$ cat src/link_misc_pkg.sv
/*
 * Constants, field layouts and carrier types for the link miscellaneous
 * control register bank.
 * Assumes an 8-bit register address and byte-wide data, as seen by the
 * device's I2C register port after the serial protocol has been decoded.
 */
package link_misc_pkg;

    // ------------------------------------------------------------------
    // Register offsets
    // ------------------------------------------------------------------
    localparam logic [7:0] ENC_CTL_ADDR   = 8'hba;
    localparam logic [7:0] RSVD_BB_ADDR   = 8'hbb;
    localparam logic [7:0] FV_MIN_ADDR    = 8'hbc;
    localparam logic [7:0] RSVD_BD_ADDR   = 8'hbd;
    localparam logic [7:0] PD_CTL_ADDR    = 8'hbe;
    localparam logic [7:0] RSVD_BF_ADDR   = 8'hbf;

    // ------------------------------------------------------------------
    // Field positions and reset values
    // ------------------------------------------------------------------
    localparam int         ENC_CHECK_BIT  = 7;
    localparam logic       ENC_CHECK_RST  = 1'b1;
    localparam logic [6:0] ENC_LOW_RSVD   = 7'h03;
    localparam logic [7:0] RSVD_BB_VAL    = 8'h74;
    localparam logic [7:0] FV_MIN_RST     = 8'h80;
    localparam logic [7:0] RSVD_BD_VAL    = 8'h00;
    localparam logic [7:0] PD_CTL_RST     = 8'h00;
    localparam logic [7:0] RSVD_BF_VAL    = 8'h00;
    localparam logic [7:0] UNMAPPED_VAL   = 8'h00;
    localparam int         GPIO_COUNT     = 8;

    // ------------------------------------------------------------------
    // Carriers
    // ------------------------------------------------------------------
    typedef struct packed {
        logic       wr;
        logic       rd;
        logic [7:0] addr;
        logic [7:0] wdata;
    } reg_req_t;

    typedef struct packed {
        logic       valid;
        logic       crc_ok;
        logic [7:0] info;
    } link_pkt_t;

endpackage : link_misc_pkg

$ cat src/frame_start_gate.sv
/*
 * Raw-mode frame start qualifier for one link receiver.
 * Assumes frame_valid_i is sampled once per link clock period, which is
 * represented here by the strobe tick_i on the system clock.
 */
`timescale 1ns/10ps
module frame_start_gate #(
    parameter int CNT_W = 8
) (
    input  wire logic             clk_i,
    input  wire logic             rst_i,
    input  wire logic             raw_mode_i,
    input  wire logic             tick_i,
    input  wire logic             frame_valid_i,
    input  wire logic [CNT_W-1:0] min_periods_i,
    output logic                  frame_start_o
);

    if (CNT_W < 1) begin : g_bad
        $error("CNT_W must be at least 1");
    end

    logic [CNT_W-1:0] count_reg, count_next;
    logic             fired_reg, fired_next;
    logic             start_reg, start_next;

    always_comb begin
        count_next = count_reg;
        fired_next = fired_reg;
        start_next = 1'b0;
        if (!raw_mode_i || !frame_valid_i) begin
            count_next = '0;
            fired_next = 1'b0;
        end else if (tick_i && !fired_reg) begin
            // One start per frame, only after the full minimum hold
            if (count_reg >= min_periods_i) begin
                start_next = 1'b1;
                fired_next = 1'b1;
            end else begin
                count_next = count_reg + 1'b1;
            end
        end
    end

    always_ff @(posedge clk_i) begin
        if (rst_i) begin
            count_reg <= '0;
            fired_reg <= 1'b0;
            start_reg <= 1'b0;
        end else begin
            count_reg <= count_next;
            fired_reg <= fired_next;
            start_reg <= start_next;
        end
    end

    assign frame_start_o = start_reg;

endmodule : frame_start_gate

$ cat src/link_misc_control_registers.sv
/*
 * Link miscellaneous control register bank: encoder CRC check control,
 * raw-mode frame valid minimum time and GPIO pull-down control.
 * Assumes an upstream I2C slave that turns bus transactions into one-cycle
 * read and write strobes with address and data, synchronous to SYS_CLK_I.
 */
`timescale 1ns/10ps
module link_misc_control_registers #(
    parameter int NUM_GPIO = link_misc_pkg::GPIO_COUNT
) (
    input  wire logic                      SYS_CLK_I,
    input  wire logic                      RESET_I,
    // Register port from the I2C slave
    input  wire logic                      REG_WR_I,
    input  wire logic                      REG_RD_I,
    input  wire logic [7:0]                REG_ADDR_I,
    input  wire logic [7:0]                REG_WDATA_I,
    output logic      [7:0]                REG_RDATA_O,
    output logic                           REG_RVALID_O,
    // Encoded link-information packets
    input  wire logic                      PKT_VALID_I,
    input  wire logic                      PKT_CRC_OK_I,
    input  wire logic [7:0]                PKT_INFO_I,
    output logic      [7:0]                LINK_INFO_O,
    // Raw-mode frame start
    input  wire logic                      RAW_MODE_I,
    input  wire logic                      LINK_TICK_I,
    input  wire logic                      FRAME_VALID_I,
    output logic                           FRAME_START_O,
    // GPIO pad control
    input  wire logic [NUM_GPIO-1:0]       GPIO_OUT_MODE_I,
    output logic      [NUM_GPIO-1:0]       GPIO_PULLDOWN_EN_O
);

    if (NUM_GPIO != link_misc_pkg::GPIO_COUNT) begin : g_bad
        $error("NUM_GPIO must match the byte-wide pull-down register");
    end

    // ------------------------------------------------------------------
    // Register port decode
    // ------------------------------------------------------------------
    link_misc_pkg::reg_req_t  req;
    link_misc_pkg::link_pkt_t pkt;

    assign req = '{wr: REG_WR_I, rd: REG_RD_I,
                   addr: REG_ADDR_I, wdata: REG_WDATA_I};

    // Full-address match; reserved and unmapped offsets never hit
    function automatic logic wr_hit(
        input link_misc_pkg::reg_req_t r,
        input logic [7:0]              addr
    );
        return r.wr && (r.addr == addr);
    endfunction : wr_hit

    function automatic logic [7:0] read_mux(
        input logic [7:0] addr,
        input logic       enc,
        input logic [7:0] fvm,
        input logic [7:0] pdc
    );
        logic [7:0] v;
        v = link_misc_pkg::UNMAPPED_VAL;
        case (addr)
            link_misc_pkg::ENC_CTL_ADDR: v = {enc, link_misc_pkg::ENC_LOW_RSVD};
            link_misc_pkg::RSVD_BB_ADDR: v = link_misc_pkg::RSVD_BB_VAL;
            link_misc_pkg::FV_MIN_ADDR:  v = fvm;
            link_misc_pkg::RSVD_BD_ADDR: v = link_misc_pkg::RSVD_BD_VAL;
            link_misc_pkg::PD_CTL_ADDR:  v = pdc;
            link_misc_pkg::RSVD_BF_ADDR: v = link_misc_pkg::RSVD_BF_VAL;
            default:                     v = link_misc_pkg::UNMAPPED_VAL;
        endcase
        return v;
    endfunction : read_mux

    // ------------------------------------------------------------------
    // Encoder CRC check control
    // ------------------------------------------------------------------
    logic enc_check_reg, enc_check_next;

    always_comb begin
        enc_check_next = enc_check_reg;
        // Only bit 7 is writable; the low bits stay fixed
        if (wr_hit(req, link_misc_pkg::ENC_CTL_ADDR)) begin
            enc_check_next =
                req.wdata[link_misc_pkg::ENC_CHECK_BIT];
        end
    end

    always_ff @(posedge SYS_CLK_I) begin
        if (RESET_I) begin
            enc_check_reg <= link_misc_pkg::ENC_CHECK_RST;
        end else begin
            enc_check_reg <= enc_check_next;
        end
    end

    // ------------------------------------------------------------------
    // Frame valid minimum time
    // ------------------------------------------------------------------
    logic [7:0] fv_min_reg, fv_min_next;

    always_comb begin
        fv_min_next = fv_min_reg;
        if (wr_hit(req, link_misc_pkg::FV_MIN_ADDR)) begin
            fv_min_next = req.wdata;
        end
    end

    always_ff @(posedge SYS_CLK_I) begin
        if (RESET_I) begin
            fv_min_reg <= link_misc_pkg::FV_MIN_RST;
        end else begin
            fv_min_reg <= fv_min_next;
        end
    end

    // ------------------------------------------------------------------
    // Pull-down disable bits
    // ------------------------------------------------------------------
    logic [7:0] pd_ctl_reg, pd_ctl_next;

    always_comb begin
        pd_ctl_next = pd_ctl_reg;
        if (wr_hit(req, link_misc_pkg::PD_CTL_ADDR)) begin
            pd_ctl_next = req.wdata;
        end
    end

    always_ff @(posedge SYS_CLK_I) begin
        if (RESET_I) begin
            pd_ctl_reg <= link_misc_pkg::PD_CTL_RST;
        end else begin
            pd_ctl_reg <= pd_ctl_next;
        end
    end

    // ------------------------------------------------------------------
    // Read answer
    // ------------------------------------------------------------------
    logic [7:0] rdata_reg, rdata_next;
    logic       rvalid_reg, rvalid_next;

    always_comb begin
        rdata_next  = rdata_reg;
        rvalid_next = 1'b0;
        // Reserved offsets read fixed values; their writes never hit above
        if (req.rd) begin
            rdata_next  = read_mux(req.addr, enc_check_reg, fv_min_reg,
                                   pd_ctl_reg);
            rvalid_next = 1'b1;
        end
    end

    always_ff @(posedge SYS_CLK_I) begin
        if (RESET_I) begin
            rdata_reg  <= 8'h00;
            rvalid_reg <= 1'b0;
        end else begin
            rdata_reg  <= rdata_next;
            rvalid_reg <= rvalid_next;
        end
    end

    // ------------------------------------------------------------------
    // Link information update
    // ------------------------------------------------------------------
    logic [7:0] info_reg, info_next;

    assign pkt = '{valid: PKT_VALID_I, crc_ok: PKT_CRC_OK_I,
                   info: PKT_INFO_I};

    always_comb begin
        info_next = info_reg;
        // A clear check bit means checking is on; bad packets are dropped
        if (pkt.valid && (enc_check_reg || pkt.crc_ok)) begin
            info_next = pkt.info;
        end
    end

    always_ff @(posedge SYS_CLK_I) begin
        if (RESET_I) begin
            info_reg <= 8'h00;
        end else begin
            info_reg <= info_next;
        end
    end

    // ------------------------------------------------------------------
    // Pull-down control
    // ------------------------------------------------------------------
    logic [NUM_GPIO-1:0] pd_en_reg, pd_en_next;

    always_comb begin
        pd_en_next = '0;
        for (int n = 0; n < NUM_GPIO; n++) begin
            // Output mode always removes the pull-down to avoid fighting it
            pd_en_next[n] = !GPIO_OUT_MODE_I[n] && !pd_ctl_reg[n];
        end
    end

    always_ff @(posedge SYS_CLK_I) begin
        if (RESET_I) begin
            pd_en_reg <= '0;
        end else begin
            pd_en_reg <= pd_en_next;
        end
    end

    // ------------------------------------------------------------------
    // Frame start gate
    // ------------------------------------------------------------------
    frame_start_gate #(
        .CNT_W         (8)
    ) u_fs_gate (
        .clk_i         (SYS_CLK_I),
        .rst_i         (RESET_I),
        .raw_mode_i    (RAW_MODE_I),
        .tick_i        (LINK_TICK_I),
        .frame_valid_i (FRAME_VALID_I),
        .min_periods_i (fv_min_reg),
        .frame_start_o (FRAME_START_O)
    );

    assign REG_RDATA_O        = rdata_reg;
    assign REG_RVALID_O       = rvalid_reg;
    assign LINK_INFO_O        = info_reg;
    assign GPIO_PULLDOWN_EN_O = pd_en_reg;

endmodule : link_misc_control_registers

$ cat config.mk
export PLATFORM = sky130hd
export DESIGN_NAME = link_misc_control_registers
export DESIGN_NICKNAME = d
export VERILOG_FILES = /design/src/link_misc_pkg.sv /design/src/frame_start_gate.sv /design/src/link_misc_control_registers.sv
export SDC_FILE = /design/constraint.sdc
export NUM_CORES = 1
export LEC_CHECK = 0
export BUFFER_PORTS_ARGS = -buffer_cell sky130_fd_sc_hd__buf_2
export CORE_MARGIN = 4
export CORE_UTILIZATION = 43
export DETAILED_ROUTE_END_ITERATION = 7
export GPL_TIMING_DRIVEN = 0
export PLACE_DENSITY_LB_ADDON = 0.08
export SYNTH_ARGS = -nofsm -noshare
export SYNTH_HDL_FRONTEND = slang
export SYNTH_SLANG_ARGS = --single-unit
$ cat constraint.sdc
create_clock -name SYS_CLK_I -period 2.1 [get_ports SYS_CLK_I]
set_input_delay 0.105 -clock SYS_CLK_I [delete_from_list [all_inputs] [get_ports SYS_CLK_I]]
set_output_delay 0.105 -clock SYS_CLK_I [all_outputs]
set_load 0.01 [all_outputs]
==> metrics.txt, run 1 <==
status complete, no violations; final net count 384; global-route wire length before repair 8580 um; cell taking the most area after synthesis dfxtp_1; Post-synth EDFFs 0; Die Height 80.4 um; Period minus WS final 2030 ps; Yosys warning count 0; Power Total 1890 uW; Syn Area/Cell 8.91 sq um; leakage power 0.00123 uW; CTS buffer count 5; critical path, cell by cell inv_1 -> ha_1 -> or4_4 -> a21oi_4 -> o31ai_4 -> or4_1 -> a21oi_1; clk root buf clkbuf_8; Unique masters post-synth 40; Max Clock Freq 494 MHz; initial antenna violation count 0; cell with the most instances after synthesis dfxtp_1; Worst-Skew Late Latency 300 ps; CTS tree done; worst hold-check path type in -> reg; PD cells 649 nW/um^2; Seq/Total Area, Yosys 46.2%; Max Cap Viol 0; slowest cell on the critical path or4_4; Total Negative Setup Slacks 0 ps; final period utilization 96.4%; post-DP HPWL 3930 um; post-synthesis cell count 253; Least-Margin Pin Slew 885 ps; DRC 0; Post-synth ARST share 0%; xor and xnor area share after synthesis 0%; layout cells sized above 1 26.3%; Synth area leaders dfxtp_1 (46%), mux2i_1 (8.0%), a21oi_1 (5.5%); total grt overflow 0; CTS sink count 52; core area 5110 sq um; Setup violations, final 0; routability cong. 0.804; row count 26; PortBufs 64; largest net degree at the start of global routing 17; largest family of logic cells by synthesized area simple AND/OR/NAND/NOR gates; FILL cells 511; skew final 5.24 ps; vias in the first global route 1,875; 1st-iter DRT viols 79; Synth Area in Compound Gates 16.2%; VDD IR-drop max 0.367 mV; routed length per instance 12.9 um; final slew viol count 0; I/O pins 67; Worst Path Max Fanout 7; mux cell area share after synthesis 8.49%; area grow syn2layout 29.4%; Worst Setup End Kind flop; ANT cells 0; dpl ws -91.2 ps; Simple-Gate Fraction of Synth Area 20.9%; Hold Fails Final Rpt 0; Synthesized Nets 303; Setup WS post-layout 75.0 ps; relative slew slack 40.6%; post-synthesis register bit count 52; top cell type's share of synthesized area 46.2%; Largest stage delay, worst path 540 ps; antenna-violating nets left 0; Crit Path Class reg -> reg; Via Count 2,026; chip width 80.4 um; CTS max path bufs 2; Required @ worst endpoint 2340 ps; hold_ws 29.9 ps; Synth Area in Adders 4.99%; 1st-pass router iterations 4; Vias/cell 5.00; Synth Flop Type dfxtp_1; RSZ-0062 raised after global routing false; CTS clk-pin slew, worst paths 90 ps; DIE AREA 6470 sq um; Util after Layout 57.1%; CP arrival 2260 ps; synthesized cell area 2250 sq um; Post-synth top cells dfxtp_1 (52), a21oi_1 (25), nand2_1 (24), nor2_1 (24), mux2i_1 (18); Critical Path Start Type flop; Global Route Usage Sum 16.8%; DRT Wirelength 5220 um; Starting Density 44.1%; CTS H-Tree Depth 2
## worst max-delay path: cells and delay by family, from the launching register on
family | cells | cell delay (ps)
AOI/OAI and AO/OA | 3 | 420
adders and majority gates | 1 | 180
buffers and inverters | 1 | 50
DFF | 1 | 340
and+or+nand+nor | 2 | 960
## placed cells by master, fill, tap and decap left out, types with 2 or more instances in the layout
master and n:
a21boi_0 4, a21o_1 3, a21oi_1 24, and2_1 4, buf_2 65, buf_4 2, clkbuf_1 7, clkbuf_8 6
dfxtp_1 47, dfxtp_2 5, dlygate4sd3_1 8, ha_1 9, inv_1 8, mux2i_1 18, nand2_1 24, nand2b_1 3
nand3_1 4, nand4_1 2, nor2_1 24, nor2b_1 6, nor3_1 10, nor3b_1 2, o211ai_1 4, o21ai_0 13
o31ai_1 3, or3_1 4, or4_1 4
## routing by layer
metal	vias up	GRT usage (%)	routed length (um)
li1	1059	-	-
met1	903	22.0	2430
met2	55	27.1	2370
met3	9	3.59	348
met4	0	6.08	70
met5	-	0	0
## worst paths after layout
path / to / depth (start not counted) / from / slack, ps
worst min-delay path: LINK_INFO_O[0] / 3 / PKT_INFO_I[0] / 30
worst max register to register: u_fs_gate.count_reg[3] / 7 / fv_min_reg[1] / 70
worst min register to register: GPIO_PULLDOWN_EN_O[2] / 1 / pd_ctl_reg[2] / 440
worst max-delay path: u_fs_gate.count_reg[3] / 7 / fv_min_reg[1] / 70
## where the power goes
part           switching [uW]  internal, uW
clock                     332           390
combinational            83.4          75.3
sequential               6.84          1000
## cell families (layout without fill, tap and decap cells)
group                      after synthesis  count (layout)
muxes                                   19              19
AOI/OAI and AO/OA                       60              60
and+or+nand+nor                         94              94
DFF                                     52              52
adders and majority gates                9               9
buffers and inverters                   19             101
## cell type report
cell class	count	area, sq um	share of cell area (%)
Sequential cell	52	1050	35.9
Clock inverter	2	38.8	1.33
Tap cell	70	87.6	3.00
Buffer	10	46.3	1.59
Clock buffer	6	82.6	2.83
Inverter	9	33.8	1.16
Timing Repair Buffer	74	415	14.2
Multi-Input combinational cell	182	1170	40.0
## timing repair
action                                 4_1_cts  5_1_grt
hold buffers                                 8        0
endpoints found under the hold margin        8        0
gates resized for setup                      7        7
setup endpoints to repair                    6        5
buffers inserted                             2        0
pin swaps                                    1        6
## stage by stage
step	cell area (sq um)	instances
after floorplan	2250	253
after global placement	2660	387
after detailed placement	2660	387
after CTS	2900	405
after global routing	2920	405
final	2920	405
(Power assumes the default switching activity.)
==> inputs of run 2 (changes only) <==
--- a/config.mk
+++ b/config.mk
@@ -13,4 +13,5 @@
 export PLACE_DENSITY_LB_ADDON = 0.08
 export SYNTH_ARGS = -nofsm -noshare
 export SYNTH_HDL_FRONTEND = slang
+export SYNTH_HIERARCHICAL = 1
 export SYNTH_SLANG_ARGS = --single-unit
==> metrics.txt, run 2 <==
PortBufs 65 (+1.6%); Hold Path Depth 3 (unchanged); commonest non-fill, non-tap cell in the layout buf_2; Max Clock Freq 489 MHz (-0.96%); dpl ws -37.4 ps (+53.8 ps); vias in the first global route 1,957 (+4.4%); 1st-pass router iterations 4 (unchanged); Period minus WS final 2040 ps (+19.7 ps); Synth Area in Adders 4.62% (-0.37 points); critical path, cell by cell inv_2 -> ha_4 -> or4_4 -> a21oi_4 -> o31ai_4 -> or4_4 -> a21oi_2; Synth Area in Compound Gates 9.61% (-6.6 points); Global Route Usage Sum 16.1% (-0.69 points); leakage power 0.00141 uW (+15%); HP Start PKT_INFO_I[3]; flop-to-flop setup slack 60 ps (-20 ps); VDD IR-drop max 0.364 mV (-0.88%); global-route wire length before repair 9260 um (+7.9%); hold_ws 30.5 ps (+0.607 ps); ANT cells 0 (unchanged); Worst Path Max Fanout 6 (-1); delay-heaviest family, CP simple AND/OR/NAND/NOR gates; Post-synth ARST share 0% (unchanged); top cell type's share of synthesized area 42.8% (-3.4 points); status complete, no violations; largest net degree at the start of global routing 16 (-1); Seq/Total Area, Yosys 42.8% (-3.4 points); mux cell area share after synthesis 14.2% (+5.7 points); CTS tree done; Worst Hold End LINK_INFO_O[3]; post-DP HPWL 4110 um (+4.5%); xor and xnor area share after synthesis 0% (unchanged); Syn Area/Cell 9.86 sq um (+11%); RR Startpoint fv_min_reg[2]; Unique masters post-synth 43 (+7.5%); Post-synth top cells dfxtp_1 (52), mux2i_1 (29), nand2b_1 (27), a21oi_1 (15), nor2_1 (15); Vias/cell 5.01 (+0.15%); commonest non-fill, non-tap cells in the layout buf_2 (67), dfxtp_1 (47), mux2i_1 (29), nand2b_1 (27), nor2_1 (15); Multi-input gate area 1320 sq um (+13%); clk root buf clkbuf_8; Synthesized Nets 297 (-2.0%); Worst-Skew Late Latency 300 ps (about the same); final net count 383 (-0.26%); post-synthesis cell count 247 (-2.4%); Sequential Area 1050 sq um (unchanged); post-synthesis register bit count 52 (unchanged); slowest cell on the critical path or4_4; I/O pins 67 (unchanged); DRT Wirelength 5540 um (+6.1%); total grt overflow 0 (unchanged); Simple-Gate Fraction of Synth Area 23.3% (+2.4 points); Synth Flop Type dfxtp_1; area grow syn2layout 28.8%; Max Cap Viol 0 (unchanged); row count 27 (+3.8%); synthesized cell area 2430 sq um (+8.0%); Top cell by count, worst path or4_4; reg2reg end u_fs_gate/count_reg[7]; PD cells 574 nW/um^2 (-12%); antenna-violating nets left 0 (unchanged); Setup violations, final 0 (unchanged); Largest stage delay, worst path 550 ps (about the same); Die Height 83.3 um (+3.5%); CTS clk-pin slew, worst paths 90 ps (about the same); cell taking the most area after synthesis dfxtp_1; worst hold-check path type in -> reg; initial antenna violation count 0 (unchanged); worst reg2reg path depth 7 (unchanged); CTS buffer count 5 (unchanged); largest family of logic cells by synthesized area simple AND/OR/NAND/NOR gates; final period utilization 97.4% (+0.94 points); routability cong. 0.780 (-3.0%); cell with the most instances after synthesis dfxtp_1; Post-synth EDFFs 0 (unchanged); FILL cells 524 (+2.5%); Setup WS post-layout 55.3 ps (-19.7 ps); CTS max path bufs 2 (unchanged); relative slew slack 64.2% (+24 points); CTS H-Tree Depth 2 (unchanged); DIE AREA 6930 sq um (+7.2%); final slew viol count 0 (unchanged); layout cells sized above 1 34.7% (+8.5 points); chip width 83.3 um (+3.5%); Least-Margin Pin Slew 537 ps (-348 ps); DRC 0 (unchanged); Crit Path Class reg -> reg; 1st-iter DRT viols 91 (+15%); Required @ worst endpoint 2340 ps (about the same); Yosys warning count 6 (+6); Critical Path Start Type flop; Worst Setup End Kind flop; Hold Fails Final Rpt 0 (unchanged); Synth area leaders dfxtp_1 (43%), mux2i_1 (12%), nand2b_1 (6.9%); CTS sink count 52 (unchanged); Via Count 2,034 (+0.39%); CP arrival 2280 ps (+20 ps); skew final 7.71 ps (+2.47 ps); core area 5510 sq um (+7.8%); routed length per instance 13.6 um (+5.8%); Starting Density 44.2% (+0.072 points); Buf+Inv Stages, Crit Path 1 (unchanged)
## run 2: cell types whose count changed in the layout (fill, tap and decap cells not counted), sizes merged, moves of 4 or more
cell    change
a21boi      -4
a21oi      -10
and2        -4
buf        +10
mux2        +4
mux2i      +11
nand2      -10
nand2b     +24
nand4       +5
nor2        -9
nor2b       -4
o21ai       -9
## run 2: layer usage
metal | GRT usage, % | vias up | share of wire, %
met5 | 0 | - | 0
met1 | 20.4 | 929 | 45
met3 | 4.56 | 6 | 6.7
li1 | - | 1046 | -
met4 | 3.57 | 0 | 0.99
met2 | 27.0 | 53 | 47
## run 2: report_power, final
group          internal [uW]  switching, uW
Combinational           98.3           93.5
Sequential              1000           6.96
Clock                    269            328
## run 2: stage by stage
stage               utilization, %  total power [uW]  area (sq um)  setup TNS [ps]  instances
floorplan                        -              1140          2430               0        247
global placement              51.8              1210          2850           -21.7        384
detailed placement            51.8              1220          2850           -56.8        384
CTS                           56.0              1830          3080               0        404
global route                  57.0              1890          3140           -27.3        406
finish                        57.0              1800          3140               0        406
## run 2: worst register-to-register path, delay by kind of cell, from the launching register on
kind | cells | cell delay, ps
flops | 1 | 350
buf+inv | 1 | 50
fa+ha+maj | 1 | 150
simple gates | 2 | 1050
compound gates | 3 | 400
## run 2: cell type report
cell class                 count  share of cell area [%]
clock buffer                   7                    2.75
sequential                    52                    33.4
multi-input combinational    173                    42.0
clock inverter                 1                   0.239
buffer                        11                    3.11
tap                           72                    2.87
inverter                      11                    1.32
timing repair buffer          79                    14.4
## run 2: what timing repair did
action / in CTS / in global routing
setup endpoints to repair: 2 / 5
endpoints found under the hold margin: 8 / 0
resized for setup: 8 / 11
pin swaps: 0 / 6
hold buffers: 8 / 0
setup buffers: 4 / 2
## run 2: cell families after synthesis
| logic type | after synthesis |
|---|---|
| and+or+nand+nor | 94 |
| DFF | 52 |
| AOI/OAI and AO/OA | 36 |
| muxes | 34 |
| buffers and inverters | 22 |
| adders and majority gates | 9 |
## run 2: worst max-delay path by stage
stage               depth (start not counted)     startpoint  slack (ps)                endpoint
floorplan                                   7  fv_min_reg[1]         140  u_fs_gate/count_reg[7]
global placement                            8  fv_min_reg[1]         -20  u_fs_gate/count_reg[4]
detailed placement                          8  fv_min_reg[2]         -40  u_fs_gate/count_reg[4]
CTS                                         8  fv_min_reg[3]           2  u_fs_gate/count_reg[4]
global route                                8  fv_min_reg[2]         -10  u_fs_gate/count_reg[4]
finish                                      7  fv_min_reg[2]          60  u_fs_gate/count_reg[7]
